**src/dsp_pkg.sv**
```systemverilog
// Shared constants for the dual serial port block: register map, field
// layout, reset values, codes and timing. Assumes a 125 MHz core clock.
`default_nettype none

package dsp_pkg;

  // ---------------------------------------------------------------
  // Bus and structure
  // ---------------------------------------------------------------
  localparam int NPORT = 2;
  localparam int ADDR_W = 8;
  localparam int DATA_W = 32;
  localparam int EV_PER_PORT = 4;

  // ---------------------------------------------------------------
  // Register offsets (port n at base (n-1)*0x20)
  // ---------------------------------------------------------------
  localparam logic [4:0] OFF_CFG = 5'h00;
  localparam logic [4:0] OFF_DIV = 5'h04;
  localparam logic [4:0] OFF_DIR = 5'h08;
  localparam logic [4:0] OFF_TXD = 5'h0C;
  localparam logic [4:0] OFF_RXD = 5'h10;
  localparam logic [4:0] OFF_STAT = 5'h14;
  localparam logic [2:0] GLOBAL_PAGE = 3'h2;
  localparam logic [4:0] OFF_IRQ_STAT = 5'h00;
  localparam logic [4:0] OFF_IRQ_MASK = 5'h04;
  localparam logic [4:0] OFF_CTRL = 5'h08;

  // ---------------------------------------------------------------
  // Configuration fields and codes
  // ---------------------------------------------------------------
  localparam int CFG_W = 7;
  localparam int CFG_PAR_LSB = 0;
  localparam int CFG_LEN_LSB = 2;
  localparam int CFG_STOP_BIT = 4;
  localparam int CFG_PROTO_LSB = 5;
  localparam logic [1:0] PAR_NONE = 2'h0;
  localparam logic [1:0] PAR_EVEN = 2'h1;
  localparam logic [1:0] PAR_ODD = 2'h2;
  localparam logic [1:0] PROTO_PLAIN = 2'h0;
  localparam logic [1:0] PROTO_RTSCTS = 2'h1;
  localparam logic [1:0] PROTO_XONXOFF = 2'h2;
  localparam logic [1:0] PROTO_RS485 = 2'h3;
  localparam logic [1:0] DIR_RECV = 2'h0;
  localparam logic [1:0] DIR_SEND = 2'h1;
  localparam logic [1:0] DIR_ECHO = 2'h2;
  localparam logic [1:0] DIR_MUTE = 2'h3;
  localparam logic [7:0] CHAR_XON = 8'h11;
  localparam logic [7:0] CHAR_XOFF = 8'h13;

  // Status bits, event bits
  localparam int ST_TXBUSY = 0;
  localparam int ST_RXEMPTY = 1;
  localparam int ST_TXFULL = 2;
  localparam int ST_WRFAIL = 3;
  localparam int EV_RX = 0;
  localparam int EV_TXDONE = 1;
  localparam int EV_LINEERR = 2;
  localparam int EV_OVERRUN = 3;

  // ---------------------------------------------------------------
  // Timing
  // ---------------------------------------------------------------
  localparam int CLK_HZ = 125_000_000;
  localparam int OVERSAMPLE = 16;
  localparam int BAUD_MIN = 35;
  localparam int BAUD_MAX_RS232 = 115_200;
  localparam int BAUD_MAX_RS485 = 2_304_000;
  localparam int BAUD_RESET = 9_600;
  localparam int DIV_W = 18;
  localparam logic [DIV_W-1:0] DIV_MIN_RS232 = DIV_W'(CLK_HZ / (OVERSAMPLE * BAUD_MAX_RS232));
  localparam logic [DIV_W-1:0] DIV_MIN_RS485 = DIV_W'(CLK_HZ / (OVERSAMPLE * BAUD_MAX_RS485));
  localparam logic [DIV_W-1:0] DIV_MAX = DIV_W'(CLK_HZ / (OVERSAMPLE * BAUD_MIN));
  localparam logic [DIV_W-1:0] DIV_RESET = DIV_W'(CLK_HZ / (OVERSAMPLE * BAUD_RESET));
  localparam logic [5:0] TICK_LAST = 6'h0F;
  localparam logic [5:0] TICK_MID = 6'h07;
  localparam logic [5:0] STOP_T1 = 6'h10;
  localparam logic [5:0] STOP_T15 = 6'h18;
  localparam logic [5:0] STOP_T2 = 6'h20;

  // Reset values: no parity, 8 bits, 1 stop, RS485, receive
  localparam logic [CFG_W-1:0] CFG_RESET = {PROTO_RS485, 1'b0, 2'h3, PAR_NONE};
  localparam logic [1:0] DIR_RESET = DIR_RECV;
  localparam logic [DATA_W-1:0] RX_EMPTY_VAL = 32'hFFFFFFFF;

  // ---------------------------------------------------------------
  // State machines
  // ---------------------------------------------------------------
  typedef enum logic [5:0] {
    TX_IDLE = 6'h01, TX_LOAD = 6'h02, TX_START = 6'h04,
    TX_DATA = 6'h08, TX_PAR = 6'h10, TX_STOP = 6'h20
  } dsp_tx_e;
  typedef enum logic [4:0] {
    RX_IDLE = 5'h01, RX_START = 5'h02, RX_DATA = 5'h04,
    RX_PAR = 5'h08, RX_STOP = 5'h10
  } dsp_rx_e;

endpackage

`default_nettype wire

```
**src/dsp_fifo_if.sv**
```systemverilog
// Handshake bundle between the serial port core and its queue memories.
// Assumes a single clock shared by both ends.
`default_nettype none

interface dsp_fifo_if #(parameter int W = 8);
  logic push;
  logic [W-1:0] wdata;
  logic pop;
  logic clr;
  logic full;
  logic empty;
  logic [W-1:0] rdata;
  modport store (input push, wdata, pop, clr, output full, empty, rdata);
  modport user (output push, wdata, pop, clr, input full, empty, rdata);
endinterface

`default_nettype wire

```
**src/dsp_fifo.sv**
```systemverilog
// Small queue memory with a registered read port.
// Read data appear in the cycle after a pop; push and pop may coincide.
`default_nettype none

module dsp_fifo
  import dsp_pkg::*;
#(
  parameter int W = 8,
  parameter int DEPTH = 16
) (
  input wire logic core_clk,
  input wire logic rst_n,
  dsp_fifo_if.store f
);

  localparam int AW = $clog2(DEPTH);

  logic [W-1:0] mem [DEPTH];
  logic [AW:0] wptr_reg;
  logic [AW:0] rptr_reg;
  logic [W-1:0] rdata_reg;
  logic do_push;
  logic do_pop;

  assign f.empty = (wptr_reg == rptr_reg);
  assign f.full = (wptr_reg == {~rptr_reg[AW], rptr_reg[AW-1:0]});
  assign f.rdata = rdata_reg;
  assign do_push = f.push && !f.full;
  assign do_pop = f.pop && !f.empty;

  always_ff @(posedge core_clk) begin
    if (do_push) begin
      mem[wptr_reg[AW-1:0]] <= f.wdata;
    end
  end

  always_ff @(posedge core_clk or negedge rst_n) begin
    if (!rst_n) begin
      wptr_reg <= '0;
      rptr_reg <= '0;
      rdata_reg <= '0;
    end else if (f.clr) begin
      wptr_reg <= '0;
      rptr_reg <= '0;
    end else begin
      if (do_push) begin
        wptr_reg <= wptr_reg + 1'b1;
      end
      if (do_pop) begin
        rdata_reg <= mem[rptr_reg[AW-1:0]];
        rptr_reg <= rptr_reg + 1'b1;
      end
    end
  end

endmodule // dsp_fifo

`default_nettype wire

```
**src/dsp_serial.sv**
```systemverilog
// Dual serial port controller with register port, queues and interrupt.
// Assumes pins synchronous to core_clk and an external line transceiver.
//
// Summary of operation
// - Busy status low only when queue, shifter empty
// - Empty receive queue reads as minus one
// - Direction 0 in RS485: receive only, never transmit
// - Direction 1: send queued data onto bus
// - Direction 2 in RS485: send and receive own characters
// - Direction 3 in RS485: receiver runs, characters discarded
// - Parity none, even or odd, both ways
// - Character length five to eight bits
// - Stop code 1: 1.5 or 2 stops
// - Four protocols, RS485 by default
// - Baud range limited per protocol
// - Two independent ports, each with own settings
// - Registers readable and writable by address
// - Send queue write refused when full
// - Controller reset clears all port settings
//
// The placing of the registers and the address-and-strobe port were left to the implementer.
`default_nettype none

module dsp_serial
  import dsp_pkg::*;
#(
  parameter int FIFO_DEPTH = 64
) (
  input wire logic core_clk,
  input wire logic rst_n,
  input wire logic [ADDR_W-1:0] reg_addr,
  input wire logic [DATA_W-1:0] reg_wdata,
  input wire logic reg_wr,
  input wire logic reg_rd,
  output logic [DATA_W-1:0] reg_rdata,
  output logic irq,
  input wire logic [NPORT-1:0] rxd,
  output logic [NPORT-1:0] txd,
  output logic [NPORT-1:0] de,
  output logic [NPORT-1:0] rts_n,
  input wire logic [NPORT-1:0] cts_n
);

  localparam int NEV = NPORT * EV_PER_PORT;

  // ---------------------------------------------------------------
  // Global registers
  // ---------------------------------------------------------------
  logic [4:0] off;
  logic glob_hit;
  logic soft_rst;
  logic [NEV-1:0] ev;
  logic [NEV-1:0] irq_stat_reg;
  logic [NEV-1:0] irq_mask_reg;
  logic [DATA_W-1:0] port_rd [NPORT];
  logic [7:0] rx_head [NPORT];
  logic [NPORT-1:0] rx_empty_w;
  logic [DATA_W-1:0] rdata_reg;
  logic rxsel_reg;
  logic rxempty_reg;
  logic [0:0] rxport_reg;

  assign off = reg_addr[4:0];
  assign glob_hit = (reg_addr[7:5] == GLOBAL_PAGE);
  assign soft_rst = reg_wr && glob_hit && (off == OFF_CTRL) && reg_wdata[0];

  always_ff @(posedge core_clk or negedge rst_n) begin
    if (!rst_n) begin
      irq_stat_reg <= '0;
    end else if (reg_wr && glob_hit && (off == OFF_IRQ_STAT)) begin
      irq_stat_reg <= (irq_stat_reg & ~reg_wdata[NEV-1:0]) | ev;
    end else begin
      irq_stat_reg <= irq_stat_reg | ev;
    end
  end

  always_ff @(posedge core_clk or negedge rst_n) begin
    if (!rst_n) begin
      irq_mask_reg <= '0;
    end else if (reg_wr && glob_hit && (off == OFF_IRQ_MASK)) begin
      irq_mask_reg <= reg_wdata[NEV-1:0];
    end
  end

  assign irq = |(irq_stat_reg & irq_mask_reg);

  // ---------------------------------------------------------------
  // Read data path
  // ---------------------------------------------------------------
  always_ff @(posedge core_clk or negedge rst_n) begin
    if (!rst_n) begin
      rdata_reg <= '0;
      rxsel_reg <= 1'b0;
      rxempty_reg <= 1'b0;
      rxport_reg <= '0;
    end else begin
      rxsel_reg <= 1'b0;
      if (reg_rd) begin
        rdata_reg <= '0;
        if (glob_hit && off == OFF_IRQ_STAT) begin
          rdata_reg <= DATA_W'(irq_stat_reg);
        end else if (glob_hit && off == OFF_IRQ_MASK) begin
          rdata_reg <= DATA_W'(irq_mask_reg);
        end else if (reg_addr[7:5] < 3'(NPORT)) begin
          rdata_reg <= port_rd[reg_addr[5]];
          if (off == OFF_RXD) begin
            rxsel_reg <= 1'b1;
            rxport_reg <= reg_addr[5];
            rxempty_reg <= rx_empty_w[reg_addr[5]];
          end
        end
      end
    end
  end

  always_comb begin
    reg_rdata = rdata_reg;
    if (rxsel_reg) begin
      reg_rdata = rxempty_reg ? RX_EMPTY_VAL : {24'h000000, rx_head[rxport_reg]};
    end
  end

  // ---------------------------------------------------------------
  // Per-port logic
  // ---------------------------------------------------------------
  for (genvar p = 0; p < NPORT; p++) begin : g_port
    logic hit;
    logic [CFG_W-1:0] cfg_reg;
    logic [DIV_W-1:0] div_reg;
    logic [1:0] dir_reg;
    logic wrfail_reg;
    logic [1:0] par;
    logic [1:0] len;
    logic [1:0] proto;
    logic [DIV_W-1:0] div_eff;
    logic [DIV_W-1:0] div_lo;
    logic [DIV_W-1:0] bcnt_reg;
    logic tick;
    logic [7:0] mask;
    logic [2:0] last_bit;
    logic [5:0] stop_t;
    logic tx_go;
    logic rx_store;
    logic rx_in;
    logic xoff_reg;
    logic busy;
    logic busy_reg;
    dsp_tx_e tx_st;
    logic [5:0] tx_sub;
    logic [2:0] tx_bit;
    logic [7:0] tx_sh;
    logic tx_par;
    logic txd_reg;
    dsp_rx_e rx_st;
    logic [5:0] rx_sub;
    logic [2:0] rx_bit;
    logic [7:0] rx_sh;
    logic rx_bad;
    logic rx_done;
    logic rx_flow;

    dsp_fifo_if #(.W(8)) txq ();
    dsp_fifo_if #(.W(8)) rxq ();

    dsp_fifo #(.W(8), .DEPTH(FIFO_DEPTH)) u_txq (
      .core_clk(core_clk),
      .rst_n(rst_n),
      .f(txq)
    );
    dsp_fifo #(.W(8), .DEPTH(FIFO_DEPTH)) u_rxq (
      .core_clk(core_clk),
      .rst_n(rst_n),
      .f(rxq)
    );

    assign hit = (reg_addr[7:5] == 3'(p));
    assign par = cfg_reg[CFG_PAR_LSB +: 2];
    assign len = cfg_reg[CFG_LEN_LSB +: 2];
    assign proto = cfg_reg[CFG_PROTO_LSB +: 2];

    // Settings, cleared by power-on reset and by controller reset
    always_ff @(posedge core_clk or negedge rst_n) begin
      if (!rst_n) begin
        cfg_reg <= CFG_RESET;
        div_reg <= DIV_RESET;
        dir_reg <= DIR_RESET;
      end else if (soft_rst) begin
        cfg_reg <= CFG_RESET;
        div_reg <= DIV_RESET;
        dir_reg <= DIR_RESET;
      end else if (reg_wr && hit) begin
        if (off == OFF_CFG) begin
          cfg_reg <= reg_wdata[CFG_W-1:0];
        end
        if (off == OFF_DIV) begin
          div_reg <= reg_wdata[DIV_W-1:0];
        end
        if (off == OFF_DIR) begin
          dir_reg <= reg_wdata[1:0];
        end
      end
    end

    // Baud tick at 16x the bit rate, divisor held inside the legal band
    assign div_lo = (proto == PROTO_RS485) ? DIV_MIN_RS485 : DIV_MIN_RS232;
    assign div_eff = (div_reg < div_lo) ? div_lo : ((div_reg > DIV_MAX) ? DIV_MAX : div_reg);
    assign tick = (bcnt_reg >= div_eff - 1'b1);

    always_ff @(posedge core_clk or negedge rst_n) begin
      if (!rst_n) begin
        bcnt_reg <= '0;
      end else begin
        bcnt_reg <= tick ? '0 : bcnt_reg + 1'b1;
      end
    end

    // Frame shape
    assign mask = 8'hFF >> (2'h3 - len);
    assign last_bit = 3'(len) + 3'h4;
    assign stop_t = !cfg_reg[CFG_STOP_BIT] ? STOP_T1 : ((len == 2'h0) ? STOP_T15 : STOP_T2);

    // Send queue write with refusal when full
    assign txq.push = reg_wr && hit && (off == OFF_TXD);
    assign txq.wdata = reg_wdata[7:0];
    assign txq.clr = soft_rst;
    assign rxq.clr = soft_rst;

    always_ff @(posedge core_clk or negedge rst_n) begin
      if (!rst_n) begin
        wrfail_reg <= 1'b0;
      end else if (soft_rst) begin
        wrfail_reg <= 1'b0;
      end else if (txq.push) begin
        wrfail_reg <= txq.full;
      end
    end

    // Transmit permission: direction for RS485, flow control for RS232
    always_comb begin
      tx_go = 1'b1;
      unique case (proto)
        PROTO_RS485: tx_go = (dir_reg == DIR_SEND) || (dir_reg == DIR_ECHO);
        PROTO_RTSCTS: tx_go = !cts_n[p];
        PROTO_XONXOFF: tx_go = !xoff_reg;
        PROTO_PLAIN: tx_go = 1'b1;
      endcase
    end

    assign txq.pop = (tx_st == TX_IDLE) && tx_go && !txq.empty;

    // Transmitter
    always_ff @(posedge core_clk or negedge rst_n) begin
      if (!rst_n) begin
        tx_st <= TX_IDLE;
        tx_sub <= '0;
        tx_bit <= '0;
        tx_sh <= '0;
        tx_par <= 1'b0;
        txd_reg <= 1'b1;
      end else if (soft_rst) begin
        tx_st <= TX_IDLE;
        txd_reg <= 1'b1;
      end else begin
        unique case (tx_st)
          TX_IDLE: begin
            txd_reg <= 1'b1;
            if (txq.pop) begin
              tx_st <= TX_LOAD;
            end
          end
          TX_LOAD: begin
            tx_sh <= txq.rdata & mask;
            tx_par <= (^(txq.rdata & mask)) ^ (par == PAR_ODD);
            tx_sub <= '0;
            txd_reg <= 1'b0;
            tx_st <= TX_START;
          end
          TX_START: if (tick) begin
            tx_sub <= tx_sub + 1'b1;
            if (tx_sub == TICK_LAST) begin
              tx_sub <= '0;
              tx_bit <= '0;
              txd_reg <= tx_sh[0];
              tx_st <= TX_DATA;
            end
          end
          TX_DATA: if (tick) begin
            tx_sub <= tx_sub + 1'b1;
            if (tx_sub == TICK_LAST) begin
              tx_sub <= '0;
              tx_bit <= tx_bit + 1'b1;
              tx_sh <= tx_sh >> 1;
              txd_reg <= tx_sh[1];
              if (tx_bit == last_bit) begin
                txd_reg <= (par == PAR_NONE) ? 1'b1 : tx_par;
                tx_st <= (par == PAR_NONE) ? TX_STOP : TX_PAR;
              end
            end
          end
          TX_PAR: if (tick) begin
            tx_sub <= tx_sub + 1'b1;
            if (tx_sub == TICK_LAST) begin
              tx_sub <= '0;
              txd_reg <= 1'b1;
              tx_st <= TX_STOP;
            end
          end
          TX_STOP: if (tick) begin
            tx_sub <= tx_sub + 1'b1;
            if (tx_sub == stop_t - 1'b1) begin
              tx_st <= TX_IDLE;
            end
          end
        endcase
      end
    end

    assign txd[p] = txd_reg;
    assign de[p] = (proto == PROTO_RS485) && !(tx_st inside {TX_IDLE, TX_LOAD});
    assign busy = !txq.empty || (tx_st != TX_IDLE);

    // Receiver input: in echo mode the own frame is looped back
    assign rx_in = ((proto == PROTO_RS485) && (dir_reg == DIR_ECHO) && (tx_st != TX_IDLE))
                   ? txd_reg : rxd[p];
    assign rx_store = (proto != PROTO_RS485) || (dir_reg == DIR_RECV) || (dir_reg == DIR_ECHO);
    assign rx_flow = (proto == PROTO_XONXOFF) && ((rx_sh == CHAR_XON) || (rx_sh == CHAR_XOFF));
    assign rx_done = (rx_st == RX_STOP) && tick && (rx_sub == TICK_LAST) && rx_in && !rx_bad;
    assign rxq.push = rx_done && rx_store && !rx_flow;
    assign rxq.wdata = rx_sh;
    assign rxq.pop = reg_rd && hit && (off == OFF_RXD);

    always_ff @(posedge core_clk or negedge rst_n) begin
      if (!rst_n) begin
        rx_st <= RX_IDLE;
        rx_sub <= '0;
        rx_bit <= '0;
        rx_sh <= '0;
        rx_bad <= 1'b0;
      end else if (soft_rst) begin
        rx_st <= RX_IDLE;
      end else begin
        unique case (rx_st)
          RX_IDLE: if (!rx_in) begin
            rx_sub <= '0;
            rx_sh <= '0;
            rx_bad <= 1'b0;
            rx_st <= RX_START;
          end
          RX_START: if (tick) begin
            rx_sub <= rx_sub + 1'b1;
            if (rx_sub == TICK_MID) begin
              rx_sub <= '0;
              rx_bit <= '0;
              rx_st <= rx_in ? RX_IDLE : RX_DATA;
            end
          end
          RX_DATA: if (tick) begin
            rx_sub <= rx_sub + 1'b1;
            if (rx_sub == TICK_LAST) begin
              rx_sub <= '0;
              rx_sh[rx_bit] <= rx_in;
              rx_bit <= rx_bit + 1'b1;
              if (rx_bit == last_bit) begin
                rx_st <= (par == PAR_NONE) ? RX_STOP : RX_PAR;
              end
            end
          end
          RX_PAR: if (tick) begin
            rx_sub <= rx_sub + 1'b1;
            if (rx_sub == TICK_LAST) begin
              rx_sub <= '0;
              rx_bad <= rx_in != ((^rx_sh) ^ (par == PAR_ODD));
              rx_st <= RX_STOP;
            end
          end
          RX_STOP: if (tick) begin
            rx_sub <= rx_sub + 1'b1;
            if (rx_sub == TICK_LAST) begin
              rx_st <= RX_IDLE;
            end
          end
        endcase
      end
    end

    // Software flow control state and own ready signal
    always_ff @(posedge core_clk or negedge rst_n) begin
      if (!rst_n) begin
        xoff_reg <= 1'b0;
      end else if (soft_rst || proto != PROTO_XONXOFF) begin
        xoff_reg <= 1'b0;
      end else if (rx_done) begin
        if (rx_sh == CHAR_XOFF) begin
          xoff_reg <= 1'b1;
        end else if (rx_sh == CHAR_XON) begin
          xoff_reg <= 1'b0;
        end
      end
    end

    assign rts_n[p] = (proto == PROTO_RTSCTS) && rxq.full;

    // Events
    always_ff @(posedge core_clk or negedge rst_n) begin
      if (!rst_n) begin
        busy_reg <= 1'b0;
      end else begin
        busy_reg <= busy;
      end
    end

    assign ev[p*EV_PER_PORT + EV_RX] = rxq.push && !rxq.full;
    assign ev[p*EV_PER_PORT + EV_TXDONE] = busy_reg && !busy;
    assign ev[p*EV_PER_PORT + EV_LINEERR] = (rx_st == RX_STOP) && tick
                                            && (rx_sub == TICK_LAST) && (rx_bad || !rx_in);
    assign ev[p*EV_PER_PORT + EV_OVERRUN] = rxq.push && rxq.full;

    // Register view of this port
    always_comb begin
      port_rd[p] = '0;
      if (off == OFF_CFG) begin
        port_rd[p] = DATA_W'(cfg_reg);
      end else if (off == OFF_DIV) begin
        port_rd[p] = DATA_W'(div_reg);
      end else if (off == OFF_DIR) begin
        port_rd[p] = DATA_W'(dir_reg);
      end else if (off == OFF_STAT) begin
        port_rd[p] = DATA_W'({wrfail_reg, txq.full, rxq.empty, busy});
      end
    end

    assign rx_head[p] = rxq.rdata;
    assign rx_empty_w[p] = rxq.empty;
  end

endmodule // dsp_serial

`default_nettype wire

```
**config.mk**
```make
export PLATFORM = sky130hd
export DESIGN_NAME = dsp_serial
export DESIGN_NICKNAME = d
export VERILOG_FILES = /design/src/dsp_pkg.sv /design/src/dsp_fifo_if.sv /design/src/dsp_fifo.sv /design/src/dsp_serial.sv
export SDC_FILE = /design/constraint.sdc
export NUM_CORES = 2
export LEC_CHECK = 0
export BUFFER_PORTS_ARGS = -buffer_cell sky130_fd_sc_hd__buf_4
export CAP_MARGIN = 20
export CORE_ASPECT_RATIO = 2
export CORE_MARGIN = 2
export CORE_UTILIZATION = 52
export DETAILED_ROUTE_END_ITERATION = 8
export PLACE_DENSITY = 0.68
export SLEW_MARGIN = 10
export SYNTH_ARGS = -nofsm -noshare
export SYNTH_HDL_FRONTEND = slang
export SYNTH_SLANG_ARGS = --single-unit
```
**constraint.sdc**
```tcl
create_clock -name core_clk -period 10 [get_ports core_clk]
set_input_delay 2 -clock core_clk [delete_from_list [all_inputs] [get_ports core_clk]]
set_output_delay 2 -clock core_clk [all_outputs]
set_load 0.02 [all_outputs]
```
# Word-level counts from Yosys, hierarchy flattened
# Memories as Yosys holds them, arrays and structs flattened. A register that Yosys moved wholly into a read port is not among the register bits.
# Cells that the tools add are included.
[totals] ff_bits=299 ram_bits=2048 in_bits=48 out_inout_bits=39 word_cells=683 n_memories=4
[memory_table] memory="g_port[0].u_rxq.mem" depth=64 word_bits=8 read_ports=1 rd_clocked_by_memory_dff=1 wr=1 line_no="dsp_fifo.sv:18" rtl="logic [W-1:0] mem [DEPTH];"
[memory_table] memory="g_port[0].u_txq.mem" depth=64 word_bits=8 read_ports=1 rd_clocked_by_memory_dff=1 wr=1 line_no="dsp_fifo.sv:18"
[memory_table] memory="g_port[1].u_rxq.mem" depth=64 word_bits=8 read_ports=1 rd_clocked_by_memory_dff=1 wr=1 line_no="dsp_fifo.sv:18"
[memory_table] memory="g_port[1].u_txq.mem" depth=64 word_bits=8 read_ports=1 rd_clocked_by_memory_dff=1 wr=1 line_no="dsp_fifo.sv:18"
[op_classes] n_addsub=26 magnitude_cmp=14 eq_ne=143 shift=2 n_mux=238 bitwise=20 n_reduce_logical=186
[op_table] operator="$mux 6" count=46
[op_table] operator="$mux 18" count=15
[op_table] operator="$mux 32" count=8
[op_table] operator="$mux 7" count=23
[op_table] operator="$mux 5" count=24
[op_table] operator="$mux 8" count=14
[op_table] operator="$ne 3x3->1 const B" count=36
[op_table] operator="$pmux 6 s6" count=2
[op_table] operator="$pmux 8 s2" count=4
[op_table] operator="$ne 2x2->1 const B" count=30
[op_table] operator="$reduce_bool 2->1" count=29
[op_table] operator="$logic_and 1x1->1" count=57
[op_table] operator="$add 7x1->7 const B" count=8
[op_table] operator="$eq 7x7->1" count=8
[op_table] operator="$mux 1" count=55
[op_table] operator="$mux 3" count=18
[op_table] operator="$pmux 5 s5" count=2
[op_table] operator="$pmux 6 s4" count=2
[op_table] operator="$reduce_and 10->1" count=4
[op_table] operator="$add 18x1->18 const B" count=2
[op_table] operator="$eq 6x4->1 const B" count=6
[op_table] operator="$ge 18x18->1" count=2
[op_table] operator="$gt 18x18->1 const B" count=2
[op_table] operator="$lt 18x7->1" count=2
[op_table] operator="64 further kinds" count=230

# Longest topological paths before layout
[logic_depth] ltp_word=15 depth_mapped=24 ltp_nobuf=22

# Cells and area by module
# A second synthesis with hierarchy kept.
[unflattened] cells_unflattened=6299 hier_area_um2=100294.9
[by_module_without_submodules] module="dsp_fifo (g_port[0].u_txq ...)" instances=2 cells_each=1174 area_each_um2=21481.9 seq_area_each_um2=15925.3
[by_module_without_submodules] module="dsp_fifo (g_port[0].u_rxq)" instances=1 cells_each=1126 area_each_um2=21266.6 seq_area_each_um2=15925.3
[by_module_without_submodules] module="dsp_fifo (g_port[1].u_txq)" instances=1 cells_each=1089 area_each_um2=21112.7 seq_area_each_um2=15925.3
[by_module_without_submodules] module="dsp_serial" instances=1 cells_each=1736 area_each_um2=14951.8 seq_area_each_um2=5763.0

# Worst setup path before layout
# Ideal clock, no wire load.
[synth_path] path_type="flip-flop to flip-flop" startpoint="reg g_port[0].div_reg[8]" endpoint="mem g_port[0].u_rxq.mem[41][0], enable pin" setup_ns=0.370 t_arrival_ns=5.168 t_required_ns=9.630 slack_ns=4.462 stages_incl_launch_ff=21 path_buffers=2 period_less_slack_ns=5.538 cell_sequence="dfstp_2 > clkbuf_1 > nand4_1 > nor3_1 > o21ai_0 > a21oi_1 > ha_1 > inv_1 > a311oi_1 > a31oi_1 > or2_2 > nor4_2 > xnor2_1 > ha_1 > and4_1 > nand4_1 > o41ai_4 > o2111ai_2 > or4b_1 > buf_2 > nor2_1"
[synth_between] elab_chain_cells=14 elab_cells_between_ends=15 classes_between="add/sub (1); order compare (3); mux (4); reduce/logical (7)"
[synth_rtl] item="from (decl)" line_no="dsp_serial.sv:129" rtl="logic [DIV_W-1:0] div_reg;"
[synth_rtl] item="from (signal assigned)" line_no="dsp_serial.sv:196" rtl="div_reg <= reg_wdata[DIV_W-1:0];"
[synth_rtl] item="$gt 18x18->1" line_no="dsp_serial.sv:206" rtl="assign div_eff = (div_reg < div_lo) ? div_lo : ((div_reg > DIV_MAX) ? DIV_MAX : div_reg);"
[synth_rtl] item="$mux 18" line_no="dsp_serial.sv:206"
[synth_rtl] item="$mux 18 (*)" line_no="dsp_serial.sv:206"
[synth_rtl] item="$sub 18x1->18 (*)" line_no="dsp_serial.sv:207" rtl="assign tick = (bcnt_reg >= div_eff - 1'b1);"
[synth_rtl] item="$ge 18x18->1 (*)" line_no="dsp_serial.sv:207"
[synth_rtl] item="$logic_and 1x1->1 (*) (4 in a row)" line_no="dsp_serial.sv:327" rtl="assign rx_done = (rx_st == RX_STOP) && tick && (rx_sub == TICK_LAST) && rx_in && !rx_bad;"
[synth_rtl] item="$logic_and 1x1->1 (*) (2 in a row)" line_no="dsp_serial.sv:328" rtl="assign rxq.push = rx_done && rx_store && !rx_flow;"
[synth_rtl] item="$logic_and 1x1->1 (*)" line_no="dsp_fifo.sv:28" rtl="assign do_push = f.push && !f.full;"
[synth_rtl] item="$mux 1 (*)" line_no="dsp_fifo.sv:32" rtl="if (do_push) begin"
[synth_rtl] item="$mux 1 (not written as such) (*)" line_no="dsp_fifo.sv:33" rtl="mem[wptr_reg[AW-1:0]] <= f.wdata;"
[synth_rtl] item="to (decl)" line_no="dsp_fifo.sv:18"
# Every way passes the cells marked *; elsewhere a longest branch is shown, timed or not.

# Worst setup path after layout
[layout_path] startpoint="reg g_port[0].div_reg[12]" endpoint="mem g_port[0].u_rxq.mem[1][2], enable pin"
# Same word-level chain as after synthesis.

==> impl_metrics.tcl <==
set metrics [dict create \
    period_needed_ps 7470 \
    synthSimpleGateAreaFrac_pct 6.30 \
    status "completed" \
    cts.sinks 2365 \
    placed_cells 8074 \
    synth_area_leader_cell "edfxtp_1" \
    cts-resized-gates 0 \
    synth-adder-area-share_pct 0.915 \
    fin_tns_setup_ps 0 \
    drive_gt1_share_pct 19.0 \
    cp-start-kind "flip-flop" \
    initial_core_util_pct 52.3 \
    synth_edf_count 2048 \
    swShare_pct 24.2 \
    skew_ps 49.9 \
    crit_arrival_ps 7930 \
    reg2regPathDepth 19 \
    muxShareOfSynthArea_pct 13.8 \
    grt_usage_pct 24.6 \
    finalMaxSlewViolations 0 \
    peakVddDrop_v 0.000169 \
    nFillCells 14300 \
    whs_path_depth 2 \
    worstSetupPathType "reg -> reg" \
    seq_area_um2 69500 \
    grt_overflow 0 \
    p_int_mw 16.2 \
    setup_viol 0 \
    die_w_um 312 \
    synthTopCellsByCount "2048 x edfxtp_1, 525 x mux4_2, 521 x nor2_1, 291 x dfrtp_1, 248 x nand2_1" \
    viasPerCell 6.18 \
    pwr-share-seq_pct 52.3 \
    first_pass_iters 6 \
    synth_top_family_by_area "multiplexers" \
    num_rows 225 \
    yosysWarnings 0 \
    antenna_found_initial 12 \
    setup.worst_path.end_class "flip-flop" \
    maxCapViolCount 0 \
    drtAntennaViolNets 0 \
    multi_input_area_um2 27200 \
    synth_fp_nets 5898 \
    ys_ff_latch 2365 \
    core-area_um2 188000 \
    ys.flop_type "edfxtp_1" \
    nets 5904 \
    seq_area_frac_synth_pct 70.6 \
    syn_area_per_cell_um2 17.0 \
    cts_made_buffers 204 \
    worstSkewPairLatency_ps 850 \
    area_growth_pct 9.61 \
    synth_compound_area_share_pct 5.13 \
    cts_tree "yes" \
    die_area_um2 193000 \
    postCtsSetupBuffers 0 \
    p_total_mw 21.4 \
    yosys.area_share.xor_xnor_pct 1.40 \
    drc_errors 0 \
    gp_congestion 0.907 \
    power_frac_clock_pct 36.9 \
    synth.cell_area_um2 98400 \
    whs_ps 502 \
    worstPathMaxFanout 17 \
    timing.slew.headroom_pct 8.84 \
    critPathRequiredTime_ps 10460 \
    grt_pass1_vias 54100 \
    finalHoldViolations 0 \
    grt_pass1_wl_um 351000 \
    switchingPower_mw 5.18 \
    worst_pin_slew_ps 1330 \
    cts.reportedPaths.clkPinSlew_ps 70 \
    combinationalPowerShare_pct 10.7 \
    min_period_over_period_pct 74.7 \
    synthTopCellsByArea "edfxtp_1 62%, mux4_2 12%, dfrtp_1 7.4%, nor2_1 2.0%, mux2i_1 1.3%" \
    routed_wl_um 237000 \
    cts_hold_buf 0 \
    hpwl_um 158000 \
    clock_path_buffers 4 \
    rsz0062_at_grt "no" \
    root_buffer "clkbuf_16" \
    htree_levels 4 \
    hold_path.class "reg -> reg" \
    vias 52200 \
    port_buffers 72 \
    power_density_nw_per_um2 198 \
    fmax_mhz 134 \
    synthCells 5778 \
    boundaryPins 87 \
    synth_cell_types 101 \
    grt_max_degree 156 \
    p_leak_nw 35.6 \
    netlist.area_leader.share_pct 62.5 \
    wl_per_cell_um 28.1 \
    drt_iter0_drc 4323 \
    fin_cells 8446 \
    synth_most_common_cell "edfxtp_1" \
    synthArstFlopShare_pct 13.4 \
    die_h_um 619 \
]
## metal layers
layer	global-route usage (%)	part of all wire, %	vias up
met5	0	0.047	-
met4	14.2	6.5	18
met3	3.53	4.8	552
met2	45.8	55	1568
met1	26.4	34	27100
li1	-	-	22900
## layout make-up
cell class	instances	share of cell area [%]
flip-flops and latches	2365	64.4
repair buffers	157	1.12
inverters	79	0.275
clock inverters	115	1.04
well taps	2497	2.90
diodes	4	0.00928
multi-input cells	2977	25.2
clock buffers	252	5.04
## worst max-delay path: stages, from the launching register on
cell and delay (ps):
dfrtp_1 460, nor4_1 670, and4bb_2 390, nand3_1 210
nand2_1 180, nor2_1 60, ha_1 260, inv_1 120
a311oi_1 50, a31oi_1 370, or2_2 220, nor4_2 40
xnor2_1 140, ha_1 310, and4_1 270, nand4_1 230
o41ai_4 750, o2111ai_2 550, or4b_1 1010, nor2_1 750
## placed cells by master, fill, tap and decap left out, types with 26 or more instances in the layout
cell       instances
nor3_1            61
nor2b_1           56
dfstp_2           26
mux2i_1          128
clkbuf_16        207
or3_1             27
nand4_1           51
nand3_1           90
mux4_2           525
dfrtp_1          263
xor2_1            76
nand2_1          248
xnor2_1           81
clkinv_2          30
clkbuf_1          36
o21ai_0          202
inv_1             79
o211ai_1          28
a21oi_1          138
edfxtp_1        2048
nand2b_1          31
o22ai_1           55
a211oi_1          35
nor2_1           520
a22oi_1           87
and3_1            36
mux2_2            43
clkinv_1          37
ha_1              72
nor4_1            27
buf_4            153
## power by group through the flow
stage | sequential (mW) | clock [mW] | combinational (mW)
detailed placement | 11.4 | 0 | 2.30
global route | 11.2 | 8.34 | 2.52
finish | 11.2 | 7.90 | 2.30
floorplan | 11.3 | 0 | 1.70
global placement | 11.4 | 0 | 2.25
CTS | 11.2 | 8.02 | 2.31
## kinds of logic after synthesis
kind of cell | Yosys count
buffers and inverters | 436
AO/OA/AOI/OAI | 764
multiplexers | 698
AND/OR/NAND/NOR | 1286
adder cells (fa/ha/maj) | 72
flip-flops | 2365
XOR/XNOR | 157
## path summary, 6_finish.rpt
kind | start | endpoint | slack [ps]
max reg2reg | g_port[0].div_reg[12]$_DFFE_PN0P_ | g_port[0].u_rxq.mem[1][2]$_DFFE_PP_ | 2530
min in group asynchronous | rst_n | g_port[1].tx_sub[2]$_DFFE_PN0P_ | 1060
min | g_port[1].tx_par$_DFFE_PN0P_ | g_port[1].tx_par$_DFFE_PN0P_ | 500
max | g_port[0].div_reg[12]$_DFFE_PN0P_ | g_port[0].u_rxq.mem[1][2]$_DFFE_PP_ | 2530
max in group asynchronous | rst_n | g_port[0].div_reg[16]$_DFFE_PN0P_ | 7220
min reg2reg | g_port[1].tx_par$_DFFE_PN0P_ | g_port[1].tx_par$_DFFE_PN0P_ | 500
## through the flow
| stage | area [um2] | utilization (%) | setup slack, ps |
|---|---|---|---|
| floorplan | 98400 | - | 4460 |
| global placement | 101000 | 53.9 | 2730 |
| detailed placement | 101000 | 53.9 | 2590 |
| CTS | 108000 | 57.4 | 2560 |
| global route | 108000 | 57.4 | 2160 |
| finish | 108000 | 57.4 | 2530 |
No activity file was read; power rests on OpenSTA's default activity.
